[config.mk]
export PLATFORM = sky130hd
export DESIGN_NAME = ssb_supervisor
export DESIGN_NICKNAME = d
export VERILOG_FILES = /design/src/pkg/ssb_pkg.sv /design/src/pkg/ssb_tmr_if.sv /design/src/verilog/ssb_qual_timer.sv /design/src/verilog/ssb_supervisor.sv
export SDC_FILE = /design/constraint.sdc
export NUM_CORES = 1
export LEC_CHECK = 0
export BUFFER_PORTS_ARGS = -buffer_cell sky130_fd_sc_hd__buf_2
export CORE_AREA = 2 2 117 96
export DETAILED_ROUTE_END_ITERATION = 16
export DIE_AREA = 0 0 119 98
export GPL_TIMING_DRIVEN = 0
export PLACE_DENSITY = 0.84
export SLEW_MARGIN = 10
export SYNTH_ARGS = -nofsm -noshare
export SYNTH_HDL_FRONTEND = slang
export SYNTH_SLANG_ARGS = --single-unit
[constraint.sdc]
create_clock -name core_clk -period 7.15 [get_ports core_clk]
set_clock_uncertainty 0.1 [all_clocks]
set_input_delay 0.3575 -clock core_clk [delete_from_list [all_inputs] [get_ports core_clk]]
set_output_delay 0.3575 -clock core_clk [all_outputs]
set_load 0.01 [all_outputs]
[src/pkg/ssb_pkg.sv]
// Constants and types shared by the supply supervisor and breaker
package ssb_pkg;

    // Core clock rate in MHz
    localparam int CLK_MHZ = 125;

    // Delay and filter intervals in their own units
    localparam int RELEASE_DELAY_MS = 200;
    localparam int ASSERT_DELAY_US  = 32;
    localparam int OC_FILTER_US     = 20;
    localparam int PCYC_HOLD_MS     = 20;
    localparam int CON_HOLD_MS      = 20;

    // The same intervals as core clock cycles
    localparam int RELEASE_CYC = RELEASE_DELAY_MS * 1000 * CLK_MHZ;
    localparam int ASSERT_CYC  = ASSERT_DELAY_US * CLK_MHZ;
    localparam int OC_CYC      = OC_FILTER_US * CLK_MHZ;
    localparam int PCYC_CYC    = PCYC_HOLD_MS * 1000 * CLK_MHZ;
    localparam int CON_CYC     = CON_HOLD_MS * 1000 * CLK_MHZ;

    // Threshold select pin states and threshold codes
    localparam logic [1:0] PIN_FLOAT = 2'h0;
    localparam logic [1:0] PIN_RAIL  = 2'h1;
    localparam logic [1:0] PIN_GND   = 2'h2;
    localparam logic [1:0] THR_4V65  = 2'h0;
    localparam logic [1:0] THR_2V90  = 2'h1;
    localparam logic [1:0] THR_5V88  = 2'h2;

    // Bit positions in the synchronised input vector
    localparam int SYNC_W     = 11;
    localparam int IX_MAIN    = 0;
    localparam int IX_FB_LO   = 1;
    localparam int IX_FB_HI   = 2;
    localparam int IX_OC_LO   = 3;
    localparam int IX_OC_HI   = 4;
    localparam int IX_IN_LO   = 5;
    localparam int IX_IN_HI   = 6;
    localparam int IX_CON_A   = 7;
    localparam int IX_CON_B   = 8;
    localparam int IX_PCYC_N  = 9;
    localparam int IX_DRAINED = 10;
    localparam logic [SYNC_W-1:0] SYNC_RST = 11'h200;

    // Power path states
    typedef enum logic [1:0] {
        ST_OFF   = 2'b00,
        ST_ON    = 2'b01,
        ST_CYCLE = 2'b10,
        ST_DRAIN = 2'b11
    } ssb_pwr_t;

endpackage

[src/pkg/ssb_tmr_if.sv]
// Condition and done pair between the supervisor and a qualification timer
`timescale 1ns/100ps
interface ssb_tmr_if;
    logic cond;
    logic done;
    modport ctl (output cond, input done);
    modport tmr (input cond, output done);
endinterface

[src/verilog/ssb_qual_timer.sv]
// Qualification timer: done once its condition has held for LEN cycles
`timescale 1ns/100ps
module ssb_qual_timer #(
    parameter int LEN = 4000
) (
    input  wire logic core_clk,      // Core clock
    input  wire logic rst,           // Asynchronous reset, active high
    ssb_tmr_if.tmr    tif            // Condition in, done out
);

    localparam int CW = $clog2(LEN + 1);
    localparam logic [CW-1:0] LEN_V = CW'(LEN);
    localparam logic [CW-1:0] ONE_V = CW'(1);

    if (LEN < 1)
    begin : g_chk
        $error("ssb_qual_timer: LEN must be at least one");
    end

    logic [CW-1:0] cnt_ff;

    // Any drop of the condition restarts from zero; count saturates
    always_ff @(posedge core_clk or posedge rst)
    begin
        if (rst)
            cnt_ff <= '0;
        else if (!tif.cond)
            cnt_ff <= '0;
        else if (cnt_ff != LEN_V)
            cnt_ff <= cnt_ff + ONE_V;
    end

    assign tif.done = (cnt_ff == LEN_V);

endmodule

[src/verilog/ssb_supervisor.sv]
// Supply supervisor, delayed reset and circuit breaker for a hot-plug board
// Notes on behaviour
// - Supply-good rises at once with rail above threshold
// - Reset releases after supply-good holds 200ms
// - Supply-good falls at once with rail below
// - Reset asserts after supply-good low 32us
// - Short rise: supply-good follows, reset stays
// - Short dip: supply-good follows, reset stays released
// - Threshold code chosen from select pin state
// - Pin grounded 32us forces top threshold, reset
// - Reset held 200ms after pin released
// - Gates off until both input rails good
// - Breaker trips on overcurrent held over 20us
// - Trip: gates, fault, supply-good off; reset later
// - Trip latched until power cycle or rails removed
// - Power-cycle request needs 20ms low hold
// - Accepted power cycle clears breaker trip
// - Reset forced by connect, cycle or lockout
// - Bus disable drops together with reset release
`timescale 1ns/100ps
module ssb_supervisor #(
    parameter int REL_CYC  = ssb_pkg::RELEASE_CYC,
    parameter int PCYC_CYC = ssb_pkg::PCYC_CYC,
    parameter int CON_CYC  = ssb_pkg::CON_CYC
) (
    input  wire logic       core_clk,              // Core clock, 125 MHz
    input  wire logic       rst,                   // Asynchronous reset, active high
    input  wire logic       main_rail_comparator,  // Low output rail above threshold
    input  wire logic [1:0] threshold_select_pin,  // Select pin state
    input  wire logic       low_rail_current_sense,  // Low rail sense over limit
    input  wire logic       high_rail_current_sense, // High rail sense over limit
    input  wire logic       low_input_rail_ok,     // Low input rail above lockout
    input  wire logic       high_input_rail_ok,    // High input rail above lockout
    input  wire logic       connect_sense_a,       // Connect sense, high = open
    input  wire logic       connect_sense_b,       // Connect sense, high = open
    input  wire logic       power_cycle_req_n,     // Power-cycle request, low
    input  wire logic       discharge_done,        // Outputs below discharge level
    output logic            supply_good,           // Supply good flag
    output logic            reset_n,               // Delayed reset, low = reset
    output logic            fault_n,               // Breaker fault, low = tripped
    output logic            bus_disable,           // Board data bus disable
    output logic            low_rail_gate_drive,   // Low rail gate enable
    output logic            high_rail_gate_drive,  // High rail gate enable
    output logic            pump_on_indicator,     // Charge pumps running
    output logic [1:0]      threshold_code         // Selected reset threshold
);

    if (REL_CYC < 1 || PCYC_CYC < 1 || CON_CYC < 1)
    begin : g_chk
        $error("ssb_supervisor: delay counts must be at least one");
    end

    // Maps the three-state select pin to a threshold code
    function automatic logic [1:0] thr_of(input logic [1:0] pin);
        logic [1:0] code;
        code = ssb_pkg::THR_4V65;
        case (pin)
            ssb_pkg::PIN_FLOAT: code = ssb_pkg::THR_4V65;
            ssb_pkg::PIN_RAIL:  code = ssb_pkg::THR_2V90;
            ssb_pkg::PIN_GND:   code = ssb_pkg::THR_5V88;
            default:            code = ssb_pkg::THR_4V65;
        endcase
        return code;
    endfunction

    logic [ssb_pkg::SYNC_W-1:0] raw_in;
    logic [ssb_pkg::SYNC_W-1:0] sync1_ff;
    logic [ssb_pkg::SYNC_W-1:0] sync2_ff;

    assign raw_in = {discharge_done, power_cycle_req_n, connect_sense_b,
                     connect_sense_a, high_input_rail_ok, low_input_rail_ok,
                     high_rail_current_sense, low_rail_current_sense,
                     threshold_select_pin, main_rail_comparator};

    always_ff @(posedge core_clk or posedge rst)
    begin
        if (rst)
        begin
            sync1_ff <= ssb_pkg::SYNC_RST;
            sync2_ff <= ssb_pkg::SYNC_RST;
        end
        else
        begin
            sync1_ff <= raw_in;
            sync2_ff <= sync1_ff;
        end
    end

    logic       rail_up;
    logic [1:0] fb_pin;
    logic       in_lo_ok;
    logic       in_hi_ok;
    logic       con_open;
    logic       pcyc_low;
    logic       drained;

    assign rail_up  = sync2_ff[ssb_pkg::IX_MAIN];
    assign fb_pin   = sync2_ff[ssb_pkg::IX_FB_HI:ssb_pkg::IX_FB_LO];
    assign in_lo_ok = sync2_ff[ssb_pkg::IX_IN_LO];
    assign in_hi_ok = sync2_ff[ssb_pkg::IX_IN_HI];
    assign con_open = sync2_ff[ssb_pkg::IX_CON_A] | sync2_ff[ssb_pkg::IX_CON_B];
    assign pcyc_low = ~sync2_ff[ssb_pkg::IX_PCYC_N];
    assign drained  = sync2_ff[ssb_pkg::IX_DRAINED];

    ssb_tmr_if rel_if ();
    ssb_tmr_if ast_if ();
    ssb_tmr_if fb_if ();
    ssb_tmr_if pcyc_if ();
    ssb_tmr_if con_if ();
    ssb_tmr_if oc_if [2] ();

    logic            supply_good_ff;
    logic            reset_n_ff;
    logic            fault_n_ff;
    logic            bus_disable_ff;
    logic            gate_ff;
    logic [1:0]      thr_ff;
    logic            trip_ff;
    ssb_pkg::ssb_pwr_t state_ff;
    ssb_pkg::ssb_pwr_t nxt_state;
    logic            nxt_trip;
    logic            nxt_good;
    logic            trip_set;
    logic            trip_clr;
    logic            lockout;
    logic            force_reset;
    logic            power_ok;

    // every timer restarts whenever its condition drops
    ssb_qual_timer #(.LEN(REL_CYC)) u_rel_tmr (
        .core_clk (core_clk),
        .rst      (rst),
        .tif      (rel_if)
    );

    ssb_qual_timer #(.LEN(ssb_pkg::ASSERT_CYC)) u_ast_tmr (
        .core_clk (core_clk),
        .rst      (rst),
        .tif      (ast_if)
    );

    ssb_qual_timer #(.LEN(ssb_pkg::ASSERT_CYC)) u_fb_tmr (
        .core_clk (core_clk),
        .rst      (rst),
        .tif      (fb_if)
    );

    ssb_qual_timer #(.LEN(PCYC_CYC)) u_pcyc_tmr (
        .core_clk (core_clk),
        .rst      (rst),
        .tif      (pcyc_if)
    );

    ssb_qual_timer #(.LEN(CON_CYC)) u_con_tmr (
        .core_clk (core_clk),
        .rst      (rst),
        .tif      (con_if)
    );

    logic [1:0] oc_sense;
    assign oc_sense = {sync2_ff[ssb_pkg::IX_OC_HI], sync2_ff[ssb_pkg::IX_OC_LO]};

    // one overcurrent filter per sense input
    for (genvar g = 0; g < 2; g++)
    begin : g_oc
        assign oc_if[g].cond = oc_sense[g];
        ssb_qual_timer #(.LEN(ssb_pkg::OC_CYC)) u_oc_tmr (
            .core_clk (core_clk),
            .rst      (rst),
            .tif      (oc_if[g])
        );
    end

    // release window needs supply-good and no forcing cause
    assign rel_if.cond  = supply_good_ff & ~force_reset;
    assign ast_if.cond  = ~supply_good_ff;
    assign fb_if.cond   = (fb_pin == ssb_pkg::PIN_GND);
    assign pcyc_if.cond = pcyc_low;
    assign con_if.cond  = ~con_open;

    assign lockout = ~in_lo_ok | ~in_hi_ok;

    assign trip_set = oc_if[0].done | oc_if[1].done;
    // clear by power cycle or by removing both inputs
    // accepted power cycle clears the breaker
    assign trip_clr = pcyc_if.done | (~in_lo_ok & ~in_hi_ok);
    // Set wins over clear so a trip in the clearing cycle is kept
    assign nxt_trip = trip_set | (trip_ff & ~trip_clr);

    // causes that hold reset regardless of the delays
    assign force_reset = con_open | lockout | (state_ff == ssb_pkg::ST_CYCLE)
                       | (state_ff == ssb_pkg::ST_DRAIN);

    // gates need both input rails out of lockout
    assign power_ok = ~lockout & con_if.done & ~nxt_trip;

    always_ff @(posedge core_clk or posedge rst)
    begin
        if (rst)
            trip_ff <= 1'b0;
        else
            trip_ff <= nxt_trip;
    end

    // Power path sequencing
    always_comb
    begin
        nxt_state = state_ff;
        case (state_ff)
            ssb_pkg::ST_OFF:
            begin
                if (pcyc_if.done)
                    nxt_state = ssb_pkg::ST_CYCLE;
                else if (power_ok)
                    nxt_state = ssb_pkg::ST_ON;
            end
            ssb_pkg::ST_ON:
            begin
                if (pcyc_if.done)
                    nxt_state = ssb_pkg::ST_CYCLE;
                else if (!power_ok)
                    nxt_state = ssb_pkg::ST_OFF;
            end
            ssb_pkg::ST_CYCLE:
            begin
                if (!pcyc_low)
                    nxt_state = ssb_pkg::ST_DRAIN;
            end
            ssb_pkg::ST_DRAIN:
            begin
                // Power-up waits until the outputs have bled down
                if (pcyc_if.done)
                    nxt_state = ssb_pkg::ST_CYCLE;
                else if (drained)
                    nxt_state = ssb_pkg::ST_OFF;
            end
            default:
                nxt_state = ssb_pkg::ST_OFF;
        endcase
    end

    always_ff @(posedge core_clk or posedge rst)
    begin
        if (rst)
            state_ff <= ssb_pkg::ST_OFF;
        else
            state_ff <= nxt_state;
    end

    // accepted request turns the gates off
    // a trip drops the gates in the same cycle
    always_ff @(posedge core_clk or posedge rst)
    begin
        if (rst)
            gate_ff <= 1'b0;
        else
            gate_ff <= (nxt_state == ssb_pkg::ST_ON);
    end

    // fault flag follows the latched trip
    always_ff @(posedge core_clk or posedge rst)
    begin
        if (rst)
            fault_n_ff <= 1'b1;
        else
            fault_n_ff <= ~nxt_trip;
    end

    // grounding only takes effect once it has held
    always_ff @(posedge core_clk or posedge rst)
    begin
        if (rst)
            thr_ff <= ssb_pkg::THR_4V65;
        else if (fb_pin != ssb_pkg::PIN_GND)
            thr_ff <= thr_of(fb_pin);
        else if (fb_if.done)
            thr_ff <= ssb_pkg::THR_5V88;
    end

    // rise with the rail, no delay
    // fall with the rail, no delay
    // forced top threshold pulls supply-good low
    assign nxt_good = rail_up & ~fb_if.done & ~nxt_trip;

    always_ff @(posedge core_clk or posedge rst)
    begin
        if (rst)
            supply_good_ff <= 1'b0;
        else
            supply_good_ff <= nxt_good;
    end

    // short rises never reach the release count
    // short dips never reach the assertion count
    // after pin release the 200ms release window runs again
    always_ff @(posedge core_clk or posedge rst)
    begin
        if (rst)
            reset_n_ff <= 1'b0;
        // forced causes win over both delays
        else if (force_reset)
            reset_n_ff <= 1'b0;
        else if (rel_if.done)
            reset_n_ff <= 1'b1;
        // assert after supply-good has stayed low for the 32us assertion delay
        else if (ast_if.done)
            reset_n_ff <= 1'b0;
    end

    // bus disable tracks the reset output edge for edge
    always_ff @(posedge core_clk or posedge rst)
    begin
        if (rst)
            bus_disable_ff <= 1'b1;
        else if (force_reset)
            bus_disable_ff <= 1'b1;
        else if (rel_if.done)
            bus_disable_ff <= 1'b0;
        else if (ast_if.done)
            bus_disable_ff <= 1'b1;
    end

    assign supply_good          = supply_good_ff;
    assign reset_n              = reset_n_ff;
    assign fault_n              = fault_n_ff;
    assign bus_disable          = bus_disable_ff;
    assign low_rail_gate_drive  = gate_ff;
    assign high_rail_gate_drive = gate_ff;
    assign pump_on_indicator    = gate_ff;
    assign threshold_code       = thr_ff;

endmodule

==> out/summary.txt <==
Slew Limit Fails: 0
Post-Syn Area: 6910 um^2
sequential fraction of the synthesis area: 0.541
setup_tns: 0 ns
root buffer cell: clkbuf_16
CTS tree: built
post-synthesis adder-cell area fraction: 0.0254
initial antenna violation count: 0
MaxCap Viol Count: 0
Yosys reg bits: 149
syn_area_per_cell: 10.4 um^2
final worst slack: 4.84 ns
Top-Level Pins: 22
via count: 5,011
largest net degree at the start of global routing: 93
Finish-stage setup viols: 0
Synth cell types: 44
DRT antenna net count: 0
1st-iter DRT viols: 401
Hold WS: 0.248 ns
Post-CTS Setup Inserts: 0
Worst Max-Slew Pin Slew: 0.867 ns
Cell Count, Final, Fillers Out: 877
layout overhead on the synthesized area: 15.4%
crit path cell chain: inv_1 -> ha_1 -> and4bb_2 -> nand4_1 -> nor4_4 -> nor3_1 -> or3_1
die width: 119 um
Die Y: 98 um
final period utilization: 0.323
crit path launch type: flop
layout cell share with drive strength beyond 1: 0.104
Rel. slew slack: 0.417
dpl hpwl: 8.72 mm
Resize count post-CTS: 0
Port-buffer cells: 21
Initial Utilization: 0.652
final period demand of the worst path: 2.31 ns
Worst-path clk slew: 0.06 ns
xor and xnor area share after synthesis: 0.115
first drt pass iteration count: 5
Site Rows: 34
clk_lat worst skew: 0.42 ns
drt wl/cell: 15.3 um
drt drc: 0
pre-CTS setup slack: 4.86 ns
multiplexer share of the synthesized area: 0.00870
Final nets: 747
ys flop type: dfrtp_1
Final Util: 0.752
main combinational cell family by area after synthesis: simple AND/OR/NAND/NOR gates
Synth Area in Compound Gates: 0.0326
CTS Buf Count: 17
RSZ-0062 raised after global routing: no
Post-synth EDFFs: 0
VDD IR-drop max: 0.000260 V
Yosys warning count: 0
CP Capture Type: flop
Syn Nets: 694
vias in the first global route: 5,064
pwr/cell area: 233 nW/um^2
cell count after placement: 833
routability cong.: 0.862
Async SR Flop Fraction: 1.00
CP max-delay cell: nor4_4
Hold Fails Final Rpt: 0
CORE AREA: 10,600 um^2
CTS H-tree depth: 4
diode count: 0
DRT Wirelength: 13.4 mm
Critical Path AT: 2.51 ns
Hold Crit Class: reg2reg
f_max: 433 MHz
grt total ovfl: 0
Vias per Instance: 5.71
CTS Buffer Depth: 2
GRT Util Overall: 0.251
outcome: finished, final reports clean
Crit path largest cell delay: 0.52 ns
Cells after Synth: 667
hold bufs inserted after CTS: 12
Lkg Pwr: 0.00343 uW
DIE AREA: 11,700 um^2
first-pass GRT wire length: 23.6 mm
crit path max fanout: 8
WP data required: 7.35 ns
clock sinks: 149
critical path type: reg2reg
post-synthesis simple-gate area fraction: 0.251
## worst max-delay path: cells and delay by family, from the launching register on
kind | cells | cell delay [ns]
simple gates | 5 | 1.37
flops | 1 | 0.41
fa+ha+maj | 1 | 0.20
buf+inv | 1 | 0.12
## synth_stat cells, types with 6 or more instances
master | number | area share
and4_1 | 9 | 0.011
xor2_1 | 46 | 0.058
nor2b_1 | 8 | 0.0072
inv_1 | 27 | 0.015
mux2i_1 | 6 | 0.0087
and2_1 | 17 | 0.015
xnor2_1 | 45 | 0.057
a21oi_1 | 17 | 0.012
nor3_1 | 9 | 0.0065
clkbuf_1 | 13 | 0.0071
nand4_1 | 25 | 0.023
nand2_1 | 39 | 0.021
dfrtp_1 | 145 | 0.53
nor2_1 | 92 | 0.050
and3_1 | 24 | 0.022
ha_1 | 14 | 0.025
or3_1 | 17 | 0.015
nor4_1 | 12 | 0.011
nand3_1 | 42 | 0.030
o21ai_0 | 17 | 0.012
## state kept, by name, summed over array words and instances (netlist names), 2 cells and up
| name | count |
|---|---|
| u_con_tmr.cnt_ff | 22 |
| g_oc.u_oc_tmr.cnt_ff | 24 |
| u_pcyc_tmr.cnt_ff | 22 |
| u_rel_tmr.cnt_ff | 25 |
| state_ff | 2 |
| sync1_ff | 11 |
| u_ast_tmr.cnt_ff | 12 |
| sync2_ff | 11 |
| u_fb_tmr.cnt_ff | 12 |
| threshold_code | 2 |
## cell families after synthesis
logic type / after synthesis
and+or+nand+nor: 321
DFF: 149
xor gates and xnor gates: 91
buffers and inverters: 45
AOI/OAI and AO/OA: 41
adders and majority gates: 14
muxes: 6
## cell usage in the layout, fill, tap and decap left out, types with 14 or more instances in the layout
cell | netlist | layout
xor2_1 | 46 | 46
and2_1 | 17 | 17
nor2_1 | 92 | 92
and3_1 | 24 | 24
nand3_1 | 42 | 42
o21ai_0 | 17 | 17
xnor2_1 | 45 | 45
inv_1 | 27 | 26
or3_1 | 17 | 17
clkbuf_16 | 0 | 17
a21oi_1 | 17 | 17
nand2_1 | 39 | 39
ha_1 | 14 | 14
nand4_1 | 25 | 25
dfrtp_1 | 145 | 145
buf_2 | 1 | 22
## metal layers
layer | up-vias | share of wire | global-route usage
met5 | - | 0 | 0
met4 | 0 | 0.012 | 0.0788
met3 | 20 | 0.042 | 0.0613
met2 | 117 | 0.49 | 0.406
met1 | 2502 | 0.45 | 0.341
li1 | 2372 | - | -
## per-stage QoR
stage | total power, uW | instance area, um^2
3_3_place_gp | 936 | 7190
4_1_cts | 1870 | 7970
6_report | 1860 | 7970
2_1_floorplan | 920 | 6910
3_5_place_dp | 942 | 7220
5_1_grt | 1920 | 7970
## power by group
part / switching, uW / internal (uW) / leakage [uW] / total [uW]
logic: 38.6 / 22.5 / 0.00112 / 61.1
clock network: 341 / 587 / 0.000306 / 928
registers: 13.1 / 858 / 0.00201 / 871
total: 393 / 1470 / 0.00343 / 1860
## path summary, 6_finish.rpt
| path | start | to | slack (ns) | depth (start not counted) |
|---|---|---|---|---|
| worst max-delay path | u_pcyc_tmr.cnt_ff[0] | state_ff[0] | 4.84 | 7 |
| worst min-delay path | sync1_ff[5] | sync2_ff[5] | 0.25 | 0 |
| worst max register to register | u_pcyc_tmr.cnt_ff[0] | state_ff[0] | 4.84 | 7 |
| worst min register to register | sync1_ff[5] | sync2_ff[5] | 0.25 | 0 |
| max in group asynchronous | rst | bus_disable | 5.68 | 4 |
| min in group asynchronous | rst | u_fb_tmr.cnt_ff[6] | 0.45 | 3 |
## layout make-up
class | instances | area [um^2]
fillers | 684 | 2620
inverters | 27 | 106
flip-flops and latches | 149 | 3730
well taps | 144 | 180
multi-input cells | 473 | 2990
repair buffers | 34 | 253
clock buffers | 21 | 480
plain buffers | 18 | 81.3
clock inverters | 11 | 146
Power figures use the tool's default switching activity.
